$ cat config.mk
export PLATFORM = sky130hd
export DESIGN_NAME = bsrs_register_set
export DESIGN_NICKNAME = d
export VERILOG_FILES = /design/src/rtl/bsrs_register_set.v
export VERILOG_INCLUDE_DIRS = /design/src /design/src/rtl
export SDC_FILE = /design/constraint.sdc
export NUM_CORES = 1
export LEC_CHECK = 0
export ABC_CLOCK_PERIOD_IN_PS = 11880
export CORE_UTILIZATION = 53
export CTS_CLUSTER_SIZE = 16
export DETAILED_ROUTE_END_ITERATION = 10
export DONT_BUFFER_PORTS = 1
export GPL_ROUTABILITY_DRIVEN = 0
export PLACE_DENSITY = 0.74
export SYNTH_ARGS = -nofsm -noshare
export SYNTH_HDL_FRONTEND = slang
export SYNTH_SLANG_ARGS = --single-unit
$ cat constraint.sdc
create_clock -name clk_i -period 11.88 [get_ports clk_i]
set_input_delay 1.782 -clock clk_i [delete_from_list [all_inputs] [get_ports clk_i]]
set_output_delay 1.782 -clock clk_i [all_outputs]
set_load 0.02 [all_outputs]
$ cat src/rtl/bsrs_consts.vh
// constants for the boundary scan register set
`ifndef BSRS_CONSTS_VH
`define BSRS_CONSTS_VH

// register widths
`define BSRS_IR_W        8
`define BSRS_CHAIN_W     18
`define BSRS_OPS_W       2
`define BSRS_OPC_W       7

// capture and reset values
`define BSRS_IR_CAPTURE  8'h81
`define BSRS_IR_RESET    8'hff
`define BSRS_OPS_RESET   2'h2

// chain cell positions
`define BSRS_CELL_CLK    17
`define BSRS_CELL_OE     16
`define BSRS_CELL_DIN_HI 15
`define BSRS_CELL_DIN_LO 8
`define BSRS_CELL_Q_HI   7
`define BSRS_CELL_Q_LO   0

// opcodes with the top bit dropped
`define BSRS_OPC_SCAN_A  7'h00
`define BSRS_OPC_SAMPLE  7'h02
`define BSRS_OPC_SCAN_B  7'h03
`define BSRS_OPC_FLOAT   7'h06
`define BSRS_OPC_HOLD    7'h07
`define BSRS_OPC_RUN_SELECTED_TEST    7'h09
`define BSRS_OPC_READN   7'h0a
`define BSRS_OPC_READT   7'h0b
`define BSRS_OPC_CELLCHK 7'h0c
`define BSRS_OPC_TOGGLE  7'h0d
`define BSRS_OPC_OPSELN  7'h0e
`define BSRS_OPC_OPSELT  7'h0f

// selected data register
`define BSRS_SEL_SHORT   2'h0
`define BSRS_SEL_CHAIN   2'h1
`define BSRS_SEL_OPS     2'h2

// operating mode
`define BSRS_MODE_NORMAL 2'h0
`define BSRS_MODE_TEST   2'h1
`define BSRS_MODE_FLOAT  2'h2

// chain capture source
`define BSRS_CAP_PINS    2'h0
`define BSRS_CAP_HOLD    2'h1
`define BSRS_CAP_INVERT  2'h2

// synchroniser layout
`define BSRS_SYNC_W      11
`define BSRS_SY_TCK      10
`define BSRS_SY_TDI      9
`define BSRS_SY_TLR      8
`define BSRS_SY_CAP_IR   7
`define BSRS_SY_SH_IR    6
`define BSRS_SY_UPD_IR   5
`define BSRS_SY_CAP_DR   4
`define BSRS_SY_SH_DR    3
`define BSRS_SY_UPD_DR   2
`define BSRS_SY_IDLE     1
`define BSRS_SY_ALTER    0

`endif

$ cat src/rtl/bsrs_register_set.v
// instruction register, decoder and test data registers of a scan port
`timescale 1ns/1ps
`include "bsrs_consts.vh"

module bsrs_register_set (
  // clock and reset
  input  wire                     clk_i,
  input  wire                     rst_i,
  // test bus pins
  input  wire                     tck_i,
  input  wire                     tdi_i,
  output reg                      tdo_o,
  output reg                      tdo_oe_o,
  // tap state levels
  input  wire                     tap_reset_i,
  input  wire                     capture_ir_i,
  input  wire                     shift_ir_i,
  input  wire                     update_ir_i,
  input  wire                     capture_dr_i,
  input  wire                     shift_dr_i,
  input  wire                     update_dr_i,
  input  wire                     run_idle_i,
  // chain capture and alteration
  input  wire [`BSRS_CHAIN_W-1:0] pin_cell_obs_i,
  input  wire                     chain_alter_i,
  input  wire [`BSRS_CHAIN_W-1:0] chain_alter_data_i,
  // decoded instruction and operation select
  output reg  [`BSRS_IR_W-1:0]    instruction_o,
  output reg  [1:0]               selected_reg_o,
  output reg  [1:0]               mode_o,
  output reg  [1:0]               capture_src_o,
  output reg                      run_selected_test_o,
  output reg                      toggle_outputs_only_o,
  output reg  [`BSRS_OPS_W-1:0]   operation_select_o,
  // chain shadow and shift stages
  output reg  [`BSRS_CHAIN_W-1:0] pin_cell_chain_o,
  output reg  [`BSRS_CHAIN_W-1:0] pin_cell_shift_o
);

  ////////////////////////////////////////////////////////////////////////////
  // synchronisers: every pin passes two flops before use
  wire [`BSRS_SYNC_W-1:0]  lvl_s;
  wire [`BSRS_CHAIN_W-1:0] obs_s;
  wire [`BSRS_CHAIN_W-1:0] altd_s;
  reg                      tck_d_r;

  // tck, tdi and tap levels share one synchroniser so they keep one depth
  bsrs_sync2 #(
    .W (`BSRS_SYNC_W)
  ) u_sync_lvl (
    .clk_i (clk_i),
    .rst_i (rst_i),
    .d_i   ({tck_i,
             tdi_i,
             tap_reset_i,
             capture_ir_i,
             shift_ir_i,
             update_ir_i,
             capture_dr_i,
             shift_dr_i,
             update_dr_i,
             run_idle_i,
             chain_alter_i}),
    .q_o   (lvl_s)
  );

  // wide words are only used on tck edges, long after they have settled
  bsrs_sync2 #(
    .W (`BSRS_CHAIN_W)
  ) u_sync_obs (
    .clk_i (clk_i),
    .rst_i (rst_i),
    .d_i   (pin_cell_obs_i),
    .q_o   (obs_s)
  );

  bsrs_sync2 #(
    .W (`BSRS_CHAIN_W)
  ) u_sync_alt (
    .clk_i (clk_i),
    .rst_i (rst_i),
    .d_i   (chain_alter_data_i),
    .q_o   (altd_s)
  );

  // reset level equals the idle low tck, so no false edge follows reset
  always @(posedge clk_i or posedge rst_i) begin
    if (rst_i) begin
      tck_d_r <= 1'b0;
    end else begin
      tck_d_r <= lvl_s[`BSRS_SY_TCK];
    end
  end

  // tap levels travel the same depth as tck, so they stay aligned to its edges
  wire tck_rise = lvl_s[`BSRS_SY_TCK] & ~tck_d_r;
  wire tck_fall = ~lvl_s[`BSRS_SY_TCK] & tck_d_r;
  wire tdi_s    = lvl_s[`BSRS_SY_TDI];
  wire tlr_s    = lvl_s[`BSRS_SY_TLR];
  wire cap_ir_s = lvl_s[`BSRS_SY_CAP_IR];
  wire sh_ir_s  = lvl_s[`BSRS_SY_SH_IR];
  wire upd_ir_s = lvl_s[`BSRS_SY_UPD_IR];
  wire cap_dr_s = lvl_s[`BSRS_SY_CAP_DR];
  wire sh_dr_s  = lvl_s[`BSRS_SY_SH_DR];
  wire upd_dr_s = lvl_s[`BSRS_SY_UPD_DR];
  wire idle_s   = lvl_s[`BSRS_SY_IDLE];
  wire alter_s  = lvl_s[`BSRS_SY_ALTER];

  ////////////////////////////////////////////////////////////////////////////
  // opcode decoder
  reg [`BSRS_IR_W-1:0] ir_shift_r;
  reg [`BSRS_IR_W-1:0] ir_cur_r;
  reg [1:0]            sel_nxt;
  reg [1:0]            mode_nxt;
  reg [1:0]            cap_nxt;

  // parity is never examined; every pattern decodes
  always @* begin
    sel_nxt  = `BSRS_SEL_SHORT;
    mode_nxt = `BSRS_MODE_NORMAL;
    cap_nxt  = `BSRS_CAP_PINS;
    case (ir_cur_r[`BSRS_OPC_W-1:0])
      `BSRS_OPC_SCAN_A, `BSRS_OPC_SCAN_B: begin
        sel_nxt  = `BSRS_SEL_CHAIN;
        mode_nxt = `BSRS_MODE_TEST;
      end
      `BSRS_OPC_SAMPLE: begin
        sel_nxt  = `BSRS_SEL_CHAIN;
      end
      `BSRS_OPC_FLOAT: begin
        mode_nxt = `BSRS_MODE_FLOAT;
      end
      `BSRS_OPC_HOLD, `BSRS_OPC_RUN_SELECTED_TEST, `BSRS_OPC_TOGGLE: begin
        mode_nxt = `BSRS_MODE_TEST;
      end
      `BSRS_OPC_READN: begin
        sel_nxt  = `BSRS_SEL_CHAIN;
        cap_nxt  = `BSRS_CAP_HOLD;
      end
      `BSRS_OPC_READT: begin
        sel_nxt  = `BSRS_SEL_CHAIN;
        mode_nxt = `BSRS_MODE_TEST;
        cap_nxt  = `BSRS_CAP_HOLD;
      end
      `BSRS_OPC_CELLCHK: begin
        sel_nxt  = `BSRS_SEL_CHAIN;
        cap_nxt  = `BSRS_CAP_INVERT;
      end
      `BSRS_OPC_OPSELN: begin
        sel_nxt  = `BSRS_SEL_OPS;
      end
      `BSRS_OPC_OPSELT: begin
        sel_nxt  = `BSRS_SEL_OPS;
        mode_nxt = `BSRS_MODE_TEST;
      end
      default: begin
        sel_nxt  = `BSRS_SEL_SHORT;
      end
    endcase
  end

  wire is_run_selected_test   = (ir_cur_r[`BSRS_OPC_W-1:0] == `BSRS_OPC_RUN_SELECTED_TEST);
  wire is_toggle = (ir_cur_r[`BSRS_OPC_W-1:0] == `BSRS_OPC_TOGGLE);

  ////////////////////////////////////////////////////////////////////////////
  // instruction register: shift stages
  always @(posedge clk_i or posedge rst_i) begin
    if (rst_i) begin
      ir_shift_r <= `BSRS_IR_RESET;
    end else if (tlr_s) begin
      ir_shift_r <= `BSRS_IR_RESET;
    end else if (tck_rise && cap_ir_s) begin
      ir_shift_r <= `BSRS_IR_CAPTURE;
    end else if (tck_rise && sh_ir_s) begin
      ir_shift_r <= {tdi_s, ir_shift_r[`BSRS_IR_W-1:1]};
    end
  end

  // shadow: the decoder never sees a half-shifted instruction
  always @(posedge clk_i or posedge rst_i) begin
    if (rst_i) begin
      ir_cur_r <= `BSRS_IR_RESET;
    end else if (tlr_s) begin
      ir_cur_r <= `BSRS_IR_RESET;
    end else if (tck_fall && upd_ir_s) begin
      ir_cur_r <= ir_shift_r;
    end
  end

  ////////////////////////////////////////////////////////////////////////////
  // data registers
  reg [`BSRS_CHAIN_W-1:0] chain_sh_r;
  reg [`BSRS_CHAIN_W-1:0] chain_shadow_r;
  reg [`BSRS_OPS_W-1:0]   ops_sh_r;
  reg [`BSRS_OPS_W-1:0]   ops_shadow_r;
  reg                     short_r;
  wire sel_chain = (sel_nxt == `BSRS_SEL_CHAIN);
  wire sel_ops   = (sel_nxt == `BSRS_SEL_OPS);
  wire sel_short = (sel_nxt == `BSRS_SEL_SHORT);

  // chain has no reset from the tap; power-up clears it only for a defined start
  always @(posedge clk_i or posedge rst_i) begin
    if (rst_i) begin
      chain_sh_r <= {`BSRS_CHAIN_W{1'b0}};
    end else if (tck_rise && cap_dr_s && sel_chain) begin
      case (cap_nxt)
        `BSRS_CAP_HOLD:   chain_sh_r <= chain_sh_r;
        `BSRS_CAP_INVERT: chain_sh_r <= ~chain_shadow_r;
        default:          chain_sh_r <= obs_s;
      endcase
    end else if (tck_rise && sh_dr_s && sel_chain) begin
      chain_sh_r <= {tdi_s, chain_sh_r[`BSRS_CHAIN_W-1:1]};
    end else if (tck_rise && idle_s && alter_s) begin
      chain_sh_r <= altd_s;
    end
  end

  // shadow moves on falling tck only, half a cycle after the stages settle
  always @(posedge clk_i or posedge rst_i) begin
    if (rst_i) begin
      chain_shadow_r <= {`BSRS_CHAIN_W{1'b0}};
    end else if (tck_fall && upd_dr_s && sel_chain) begin
      chain_shadow_r <= chain_sh_r;
    end else if (tck_fall && idle_s && alter_s) begin
      chain_shadow_r <= chain_sh_r;
    end
  end

  always @(posedge clk_i or posedge rst_i) begin
    if (rst_i) begin
      ops_sh_r <= `BSRS_OPS_RESET;
    end else if (tlr_s) begin
      ops_sh_r <= `BSRS_OPS_RESET;
    end else if (tck_rise && cap_dr_s && sel_ops) begin
      ops_sh_r <= ops_sh_r;
    end else if (tck_rise && sh_dr_s && sel_ops) begin
      ops_sh_r <= {tdi_s, ops_sh_r[`BSRS_OPS_W-1:1]};
    end
  end

  // active operation stays put while a new code is shifted past it
  always @(posedge clk_i or posedge rst_i) begin
    if (rst_i) begin
      ops_shadow_r <= `BSRS_OPS_RESET;
    end else if (tlr_s) begin
      ops_shadow_r <= `BSRS_OPS_RESET;
    end else if (tck_fall && upd_dr_s && sel_ops) begin
      ops_shadow_r <= ops_sh_r;
    end
  end

  // single stage, no shadow
  always @(posedge clk_i or posedge rst_i) begin
    if (rst_i) begin
      short_r <= 1'b0;
    end else if (tck_rise && cap_dr_s && sel_short) begin
      short_r <= 1'b0;
    end else if (tck_rise && sh_dr_s && sel_short) begin
      short_r <= tdi_s;
    end
  end

  ////////////////////////////////////////////////////////////////////////////
  // tdo and registered outputs
  reg tdo_nxt;

  always @* begin
    tdo_nxt = ir_shift_r[0];
    if (sh_dr_s) begin
      case (sel_nxt)
        `BSRS_SEL_CHAIN: tdo_nxt = chain_sh_r[0];
        `BSRS_SEL_OPS:   tdo_nxt = ops_sh_r[0];
        default:         tdo_nxt = short_r;
      endcase
    end
  end

  // tdo moves only on falling tck so the master samples a settled bit
  always @(posedge clk_i or posedge rst_i) begin
    if (rst_i) begin
      tdo_o    <= 1'b0;
      tdo_oe_o <= 1'b0;
    end else if (tck_fall) begin
      tdo_o    <= tdo_nxt;
      tdo_oe_o <= sh_ir_s | sh_dr_s;
    end
  end

  // decode outputs share the shadow's timing, one clk after it
  always @(posedge clk_i or posedge rst_i) begin
    if (rst_i) begin
      instruction_o  <= `BSRS_IR_RESET;
      selected_reg_o <= `BSRS_SEL_SHORT;
      mode_o         <= `BSRS_MODE_NORMAL;
      capture_src_o  <= `BSRS_CAP_PINS;
    end else begin
      instruction_o  <= ir_cur_r;
      selected_reg_o <= sel_nxt;
      mode_o         <= mode_nxt;
      capture_src_o  <= cap_nxt;
    end
  end

  // the algorithms outside only see these levels, never the tap state
  always @(posedge clk_i or posedge rst_i) begin
    if (rst_i) begin
      run_selected_test_o   <= 1'b0;
      toggle_outputs_only_o <= 1'b0;
    end else begin
      run_selected_test_o   <= is_run_selected_test & idle_s & ~tlr_s;
      toggle_outputs_only_o <= is_toggle & idle_s & ~tlr_s;
    end
  end

  always @(posedge clk_i or posedge rst_i) begin
    if (rst_i) begin
      operation_select_o <= `BSRS_OPS_RESET;
      pin_cell_chain_o   <= {`BSRS_CHAIN_W{1'b0}};
      pin_cell_shift_o   <= {`BSRS_CHAIN_W{1'b0}};
    end else begin
      operation_select_o <= ops_shadow_r;
      pin_cell_chain_o   <= chain_shadow_r;
      pin_cell_shift_o   <= chain_sh_r;
    end
  end

endmodule

////////////////////////////////////////////////////////////////////////////
// two-flop synchroniser; only the second stage is read outside
module bsrs_sync2 #(
  parameter W = 1
) (
  input  wire         clk_i,
  input  wire         rst_i,
  input  wire [W-1:0] d_i,
  output reg  [W-1:0] q_o
);

  reg [W-1:0] meta_r;

  always @(posedge clk_i or posedge rst_i) begin
    if (rst_i) begin
      meta_r <= {W{1'b0}};
      q_o    <= {W{1'b0}};
    end else begin
      meta_r <= d_i;
      q_o    <= meta_r;
    end
  end

endmodule

# ---- After elaboration in Yosys (flattened, before gate mapping)
# Index checks and enable logic that the tools add are counted.
dict set report word_totals {
  ram_bits 0
  ff_bits 208
  elab_cells 109
  in_bits 49
  rom_bits 0
  latchBits 0
  output_inout_bits 56
  memories 0
}
dict set report op_classes {
  n_addsub 0
  div_mod_pow 0
  n_eq_ne 17
  magnitude_cmp 0
  reduce_logical 33
  shifts 0
  n_mux 23
  multipliers 0
  bitwise_logic 11
}
# cell n
set op_table {}
lappend op_table {{$mux W18} 5}
lappend op_table {{$eq A7 B4 Y1 const B} 7}
lappend op_table {{$mux W8} 5}
lappend op_table {{$pmux W18 S2} 1}
lappend op_table {{$logic_and A1 B1 Y1} 18}
lappend op_table {{$not A18 Y18} 1}
lappend op_table {{$eq A7 B2 Y1 const B} 2}
lappend op_table {{$eq A7 B3 Y1 const B} 2}
lappend op_table {{$pmux W2 S2} 3}
lappend op_table {{$mux W2} 5}
lappend op_table {{$reduce_bool A2 Y1} 5}
lappend op_table {{$logic_not A7 Y1} 1}
lappend op_table {{$reduce_or A7 Y1} 1}
lappend op_table {{$and A1 B1 Y1} 6}
lappend op_table {{$reduce_bool A3 Y1} 2}
lappend op_table {{$reduce_or A6 Y1} 1}
lappend op_table {{$eq A2 B1 Y1 const B} 2}
lappend op_table {{$eq A2 B2 Y1 const B} 2}
lappend op_table {{$reduce_and A2 Y1} 2}
lappend op_table {{$reduce_or A2 Y1} 2}
lappend op_table {{$mux W1} 3}
lappend op_table {{$not A1 Y1} 3}
lappend op_table {{$logic_not A2 Y1} 1}
lappend op_table {{$ne A2 B1 Y1 const B} 1}
lappend op_table {{3 further kinds} 3}

# ---- Logic depth before layout (Yosys ltp)
dict set report depth {
  ltp_word 8
  ltp_mapped 13
  depth_no_buf 9
}

# ---- Modules after synthesis
# Synthesis repeated with hierarchy kept, for this count alone.
dict set report unflattened {
  hier_cells 484
  area_unflattened_um2 7084.3
}
# module cells_per_inst seq_area_each_um2 area_each_um2 instances
set modules_own_cells {}
lappend modules_own_cells {bsrs_register_set 387 2886.5 4720.8 1}
lappend modules_own_cells {{bsrs_sync2 at u_sync_alt ...} 37 900.9 904.6 2}
lappend modules_own_cells {{bsrs_sync2 at u_sync_lvl} 23 550.5 554.3 1}

# ---- Worst setup path after synthesis
# Ideal clock, no wire load.
dict set report synth_timing {
  kind {register to register}
  from {register ir_cur_r[3]}
  to {register chain_sh_r[0]}
  path_stages_with_launch 13
  arrival_ns 3.006
  n_path_buf 3
  synth_period_minus_slack_ns 3.132
  setup_slack_ns 8.748
  setup_ns 0.126
  t_required_ns 11.754
  path_cell_list {dfstp_2 > clkbuf_1 > nor2b_1 > a21oi_1 > nor2_1 > o21a_1 > ha_1 > buf_2 > nand2_1 > a221oi_1 > clkbuf_1 > a31oi_1 > o32a_1}
}
dict set report synth_between {
  elab_chain_len 7
  word_cells_on_any_way 24
  cone_classes {eq/ne (11); mux (5); reduce/logical (8)}
}
# item line
set synth_rtl {}
lappend synth_rtl {{from (decl)} bsrs_register_set.v:112} ;# reg [`BSRS_IR_W-1:0] ir_cur_r;
lappend synth_rtl {{from (signal assigned)} bsrs_register_set.v:182} ;# ir_cur_r <= `BSRS_IR_RESET;
lappend synth_rtl {{from (signal assigned)} bsrs_register_set.v:184} ;# ir_cur_r <= `BSRS_IR_RESET;
lappend synth_rtl {{from (signal assigned)} bsrs_register_set.v:186} ;# ir_cur_r <= ir_shift_r;
lappend synth_rtl {{$eq A7 B4 Y1, or another cell as far along} bsrs_register_set.v:122} ;# case (ir_cur_r[`BSRS_OPC_W-1:0])
lappend synth_rtl {{$reduce_or A6 Y1 (no line) or $reduce_or A2 Y1 (tied branches)} -}
lappend synth_rtl {{$pmux W2 S2 (*)} bsrs_register_set.v:122}
lappend synth_rtl {{named net sel_nxt[0]} bsrs_register_set.v:113} ;# reg [1:0] sel_nxt;
lappend synth_rtl {{$eq A2 B1 Y1 (*)} -}
lappend synth_rtl {{$logic_and A1 B1 Y1 (on tied branches)} {bsrs_register_set.v:205, bsrs_register_set.v:211}}
lappend synth_rtl {{$ne A2 B2 Y1 (no line), or another cell as far along} -}
lappend synth_rtl {{$reduce_and A2 Y1 (no line) or $mux W18 (tied branches)} -}
lappend synth_rtl {{to (signal assigned)} bsrs_register_set.v:204} ;# chain_sh_r <= {`BSRS_CHAIN_W{1'b0}};
lappend synth_rtl {{to (signal assigned)} bsrs_register_set.v:207} ;# `BSRS_CAP_HOLD: chain_sh_r <= chain_sh_r;
lappend synth_rtl {{to (signal assigned)} bsrs_register_set.v:208} ;# `BSRS_CAP_INVERT: chain_sh_r <= ~chain_shadow_r;
lappend synth_rtl {{to (decl)} bsrs_register_set.v:192} ;# reg [`BSRS_CHAIN_W-1:0] chain_sh_r;
# The timed path passes the listed nets; every way through them passes the cells marked *.
# A chain may end at the register's enable or synchronous reset.

# ---- Worst setup path in the final report
dict set report layout_timing {
  from {register ir_cur_r[3]}
  to {register chain_sh_r[13]}
}
# The elaborated chain is that of the path after synthesis.

==> summary.md <==
| Metric | Value |
|---|---|
| Post-synthesis adder-cell area fraction | `0.726%` |
| Ys flop type | `dfrtp_1` |
| Fin area | `7810 sq um` |
| Internal power | `0.00130 W` |
| H-tree depth | `1` |
| Crit Path Max Fanout | `19` |
| Reg2reg start | `ir_cur_r[3]$_DFFE_PP1P_` |
| Fillers | `938` |
| Gr usage total | `20.0%` |
| DR iter-0 viols | `302` |
| FMAX | `0.236 GHz` |
| Mapped Avg Cell Area | `14.7 sq um` |
| Synth Area in Compound Gates | `6.51%` |
| Syn Std Cell Area | `6900 sq um` |
| Clock tree from TritonCTS | `built` |
| CP Class | `reg2reg` |
| Yosys warns | `0` |
| # DRC | `0` |
| DIE HEIGHT | `116 um` |
| Initial Util | `54.4%` |
| Largest net degree at the start of global routing | `122` |
| Post-synth top area cell | `dfrtp_1` |
| Max Buffers Root-to-Sink | `3` |
| Area Overhead vs Synth | `13.2%` |
| Number of max-cap violations | `0` |
| Post-synth EDFFs | `0` |
| Switch Pwr | `0.000406 W` |
| I/O pins | `105` |
| Largest family of logic cells by synthesized area | `simple AND/OR/NAND/NOR gates` |
| Crit start category | `register` |
| VDD IR max | `0.153 mV` |
| Num rows | `41` |
| Mux contribution to synthesized area | `3.66%` |
| Root Buffer Master | `clkbuf_16` |
| CTS Sinks | `208` |
| CP arrival | `4640 ps` |
| Hold Violations, Final | `0` |
| Post-Synth XOR/XNOR Area | `0%` |
| Number of global-route vias before repair | `3,773` |
| HPWL Detailed | `8.01 mm` |
| WL/cell | `19.8 um` |
| Hold Path End | `u_sync_lvl.q_o[5]$_DFF_PP0_` |
| CP startpoint | `ir_cur_r[3]$_DFFE_PP1P_` |
| R2R Path End | `chain_sh_r[13]$_DFFE_PP0P_` |
| Tmin final | `4230 ps` |
| Max-slew violation count | `0` |
| CTS Hold Bufs | `0` |
| First-pass GRT wire length | `20.5 mm` |
| Post-CTS sizing | `0` |
| Synth top area share | `65.7%` |
| Setup crit end kind | `register` |
| DP Area | `7040 sq um` |
| Via Count | `3,686` |
| Worst clock skew | `7.70 ps` |
| Simple-gate portion of the synthesized area | `11.3%` |
| Register area share after synthesis | `76.0%` |
| Cell depth of the worst flop-to-flop path | `9` |
| Total Wirelength | `13.0 mm` |
| Slew @ Worst Pin | `1140 ps` |
| Ranking of synthesized cells by area | `dfrtp_1 (66%), dfstp_2 (10%), nand2_1 (3.4%)` |
| RSZ-0062 raised after global routing | `no` |
| R2r setup slk | `7650 ps` |
| Total power | `0.00171 W` |
| Core area | `12,700 sq um` |
| Distinct cells, synth | `40` |
| Die ar. | `13,500 sq um` |
| Synth async-reset ratio | `100%` |
| Comb power frac | `3.7%` |
| Register bit total from synthesis | `208` |
| Syn nets | `523` |
| Leakage | `3.37 nW` |
| Worst EP required | `12,290 ps` |
| Hold depth | `0` |
| Most common library cells after synthesis | `dfrtp_1 (181), nand2_1 (62), dfstp_2 (27), nor3_1 (23), and3_1 (20)` |
| # setup viols final | `0` |
| Clock power frac | `42.3%` |
| Relative slew slack | `24.2%` |
| Routed Antenna Nets | `0` |
| DIE WIDTH | `116 um` |
| DR pass1 iterations | `6` |
| Most frequent cell after synthesis | `dfrtp_1` |
| Worst-path clk slew | `60 ps` |
| Cts bufs inserted | `21` |
| Flop pwr share | `54.0%` |
| GRT overflow | `0` |
| Setup_tns | `0 ps` |
| Clk_lat worst skew | `480 ps` |
| HP Class | `reg2reg` |
| Beginning of the worst hold path | `u_sync_lvl.meta_r[5]$_DFF_PP0_` |
| Run status | `finished clean` |
| Number of buffers added on ports | `0` |
| Share of layout cells above drive strength 1 | `17.9%` |
| Synthesized instance count | `470` |
| Initial antenna violation count | `2` |
| Switching part of the total | `23.8%` |
| Setup Buffers After CTS | `0` |
| Tcrit/Tclk final | `35.6%` |
| Via/cell ratio | `5.59` |
| Power per cell area | `219 nW/um^2` |
| Nets | `525` |
## power groups by stage
| stage | logic, W | clock network, W | registers [W] |
|---|---|---|---|
| floorplan | 0.0000562 | 0 | 0.000902 |
| global placement | 0.0000607 | 0 | 0.000927 |
| detailed placement | 0.0000641 | 0 | 0.000932 |
| CTS | 0.0000648 | 0.000733 | 0.000922 |
| global route | 0.0000712 | 0.000765 | 0.000935 |
| finish | 0.0000633 | 0.000721 | 0.000922 |
## cells by family (layout without fill, tap and decap cells)
family,Yosys count,after routing
adder cells (fa/ha/maj),4,4
other,0,1
AND/OR/NAND/NOR,150,150
buffers and inverters,26,42
AO/OA/AOI/OAI,59,59
multiplexers,23,23
flip-flops,208,208
## layout by cell type, fill, tap and decap left out, types with 2 or more instances in the layout
master	n
o21bai_1	2
dfstp_2	27
a31oi_1	18
nor3_1	23
clkbuf_1	3
buf_4	2
mux2i_1	5
nand2b_1	4
nor2b_1	6
nor3b_1	6
nor2_1	7
o32a_1	18
clkinvlp_4	3
mux2_2	18
dfrtp_1	181
nand2_1	62
clkinv_2	3
a211o_1	6
clkbuf_16	21
a21oi_1	3
inv_1	2
ha_1	4
nand4b_1	3
o21ai_0	5
nand3b_1	8
bufinv_16	6
and3_1	20
## stage by stage
step / util, % / hold slack, ps / cells / setup slack, ps
after floorplan: - / 331 / 470 / 4460
after global placement: 55.5 / 332 / 621 / 7950
after detailed placement: 55.5 / 335 / 621 / 7810
after CTS: 61.6 / 349 / 658 / 7730
after global routing: 61.6 / 358 / 658 / 7430
final: 61.6 / 347 / 659 / 7650
## critical path, cell delays in order (launching register included)
cell and delay [ps]:
dfstp_2 620, nor2b_1 230, a21oi_1 100, nor2_1 160, o21a_1 150, ha_1 300, nand4b_1 760, a31oi_2 1090
or2_2 500, o32a_1 240
## registers in the layout, summed over array words and instances (netlist names), 8 cells and up
register,cells
u_sync_obs.meta_r,18
u_sync_alt.meta_r,18
pin_cell_shift_o,18
u_sync_lvl.q_o,11
u_sync_obs.q_o,18
ir_cur_r,8
chain_shadow_r,18
pin_cell_chain_o,18
u_sync_lvl.meta_r,11
chain_sh_r,18
ir_shift_r,8
instruction_o,8
u_sync_alt.q_o,18
## how the worst max path moves through the flow
| stage | endpoint | slack, ps | cells after the start |
|---|---|---|---|
| 5_1_grt | chain_sh_r[13]$_DFFE_PP0P_ | 7430 | 9 |
| 3_5_place_dp | chain_sh_r[13]$_DFFE_PP0P_ | 7810 | 9 |
| 2_1_floorplan | capture_src_o[0]$_DFF_PP0_ | 4460 | 1 |
| 3_3_place_gp | chain_sh_r[9]$_DFFE_PP0P_ | 7950 | 9 |
| 6_report | chain_sh_r[13]$_DFFE_PP0P_ | 7650 | 9 |
| 4_1_cts | chain_sh_r[13]$_DFFE_PP0P_ | 7730 | 9 |
## area by class of cell
class | count | area, sq um | area share [%]
Clock buffer | 25 | 551 | 7.05
Antenna cell | 1 | 2.50 | 0.0321
Multi-Input combinational cell | 236 | 1550 | 19.8
Clock inverter | 12 | 218 | 2.79
Timing Repair Buffer | 2 | 15.0 | 0.192
Inverter | 3 | 18.8 | 0.240
Tap cell | 172 | 215 | 2.76
Sequential cell | 208 | 5240 | 67.1
## per-layer routing
metal	routed length [um]	up-vias	global-route usage, %	part of all wire [%]
met4	363	2	6.41	2.8
met5	13	-	0	0.10
li1	-	1650	-	-
met3	961	31	5.28	7.4
met1	5700	1839	27.4	44
met2	6010	164	31.4	46
No activity file was read; power rests on OpenSTA's default activity.
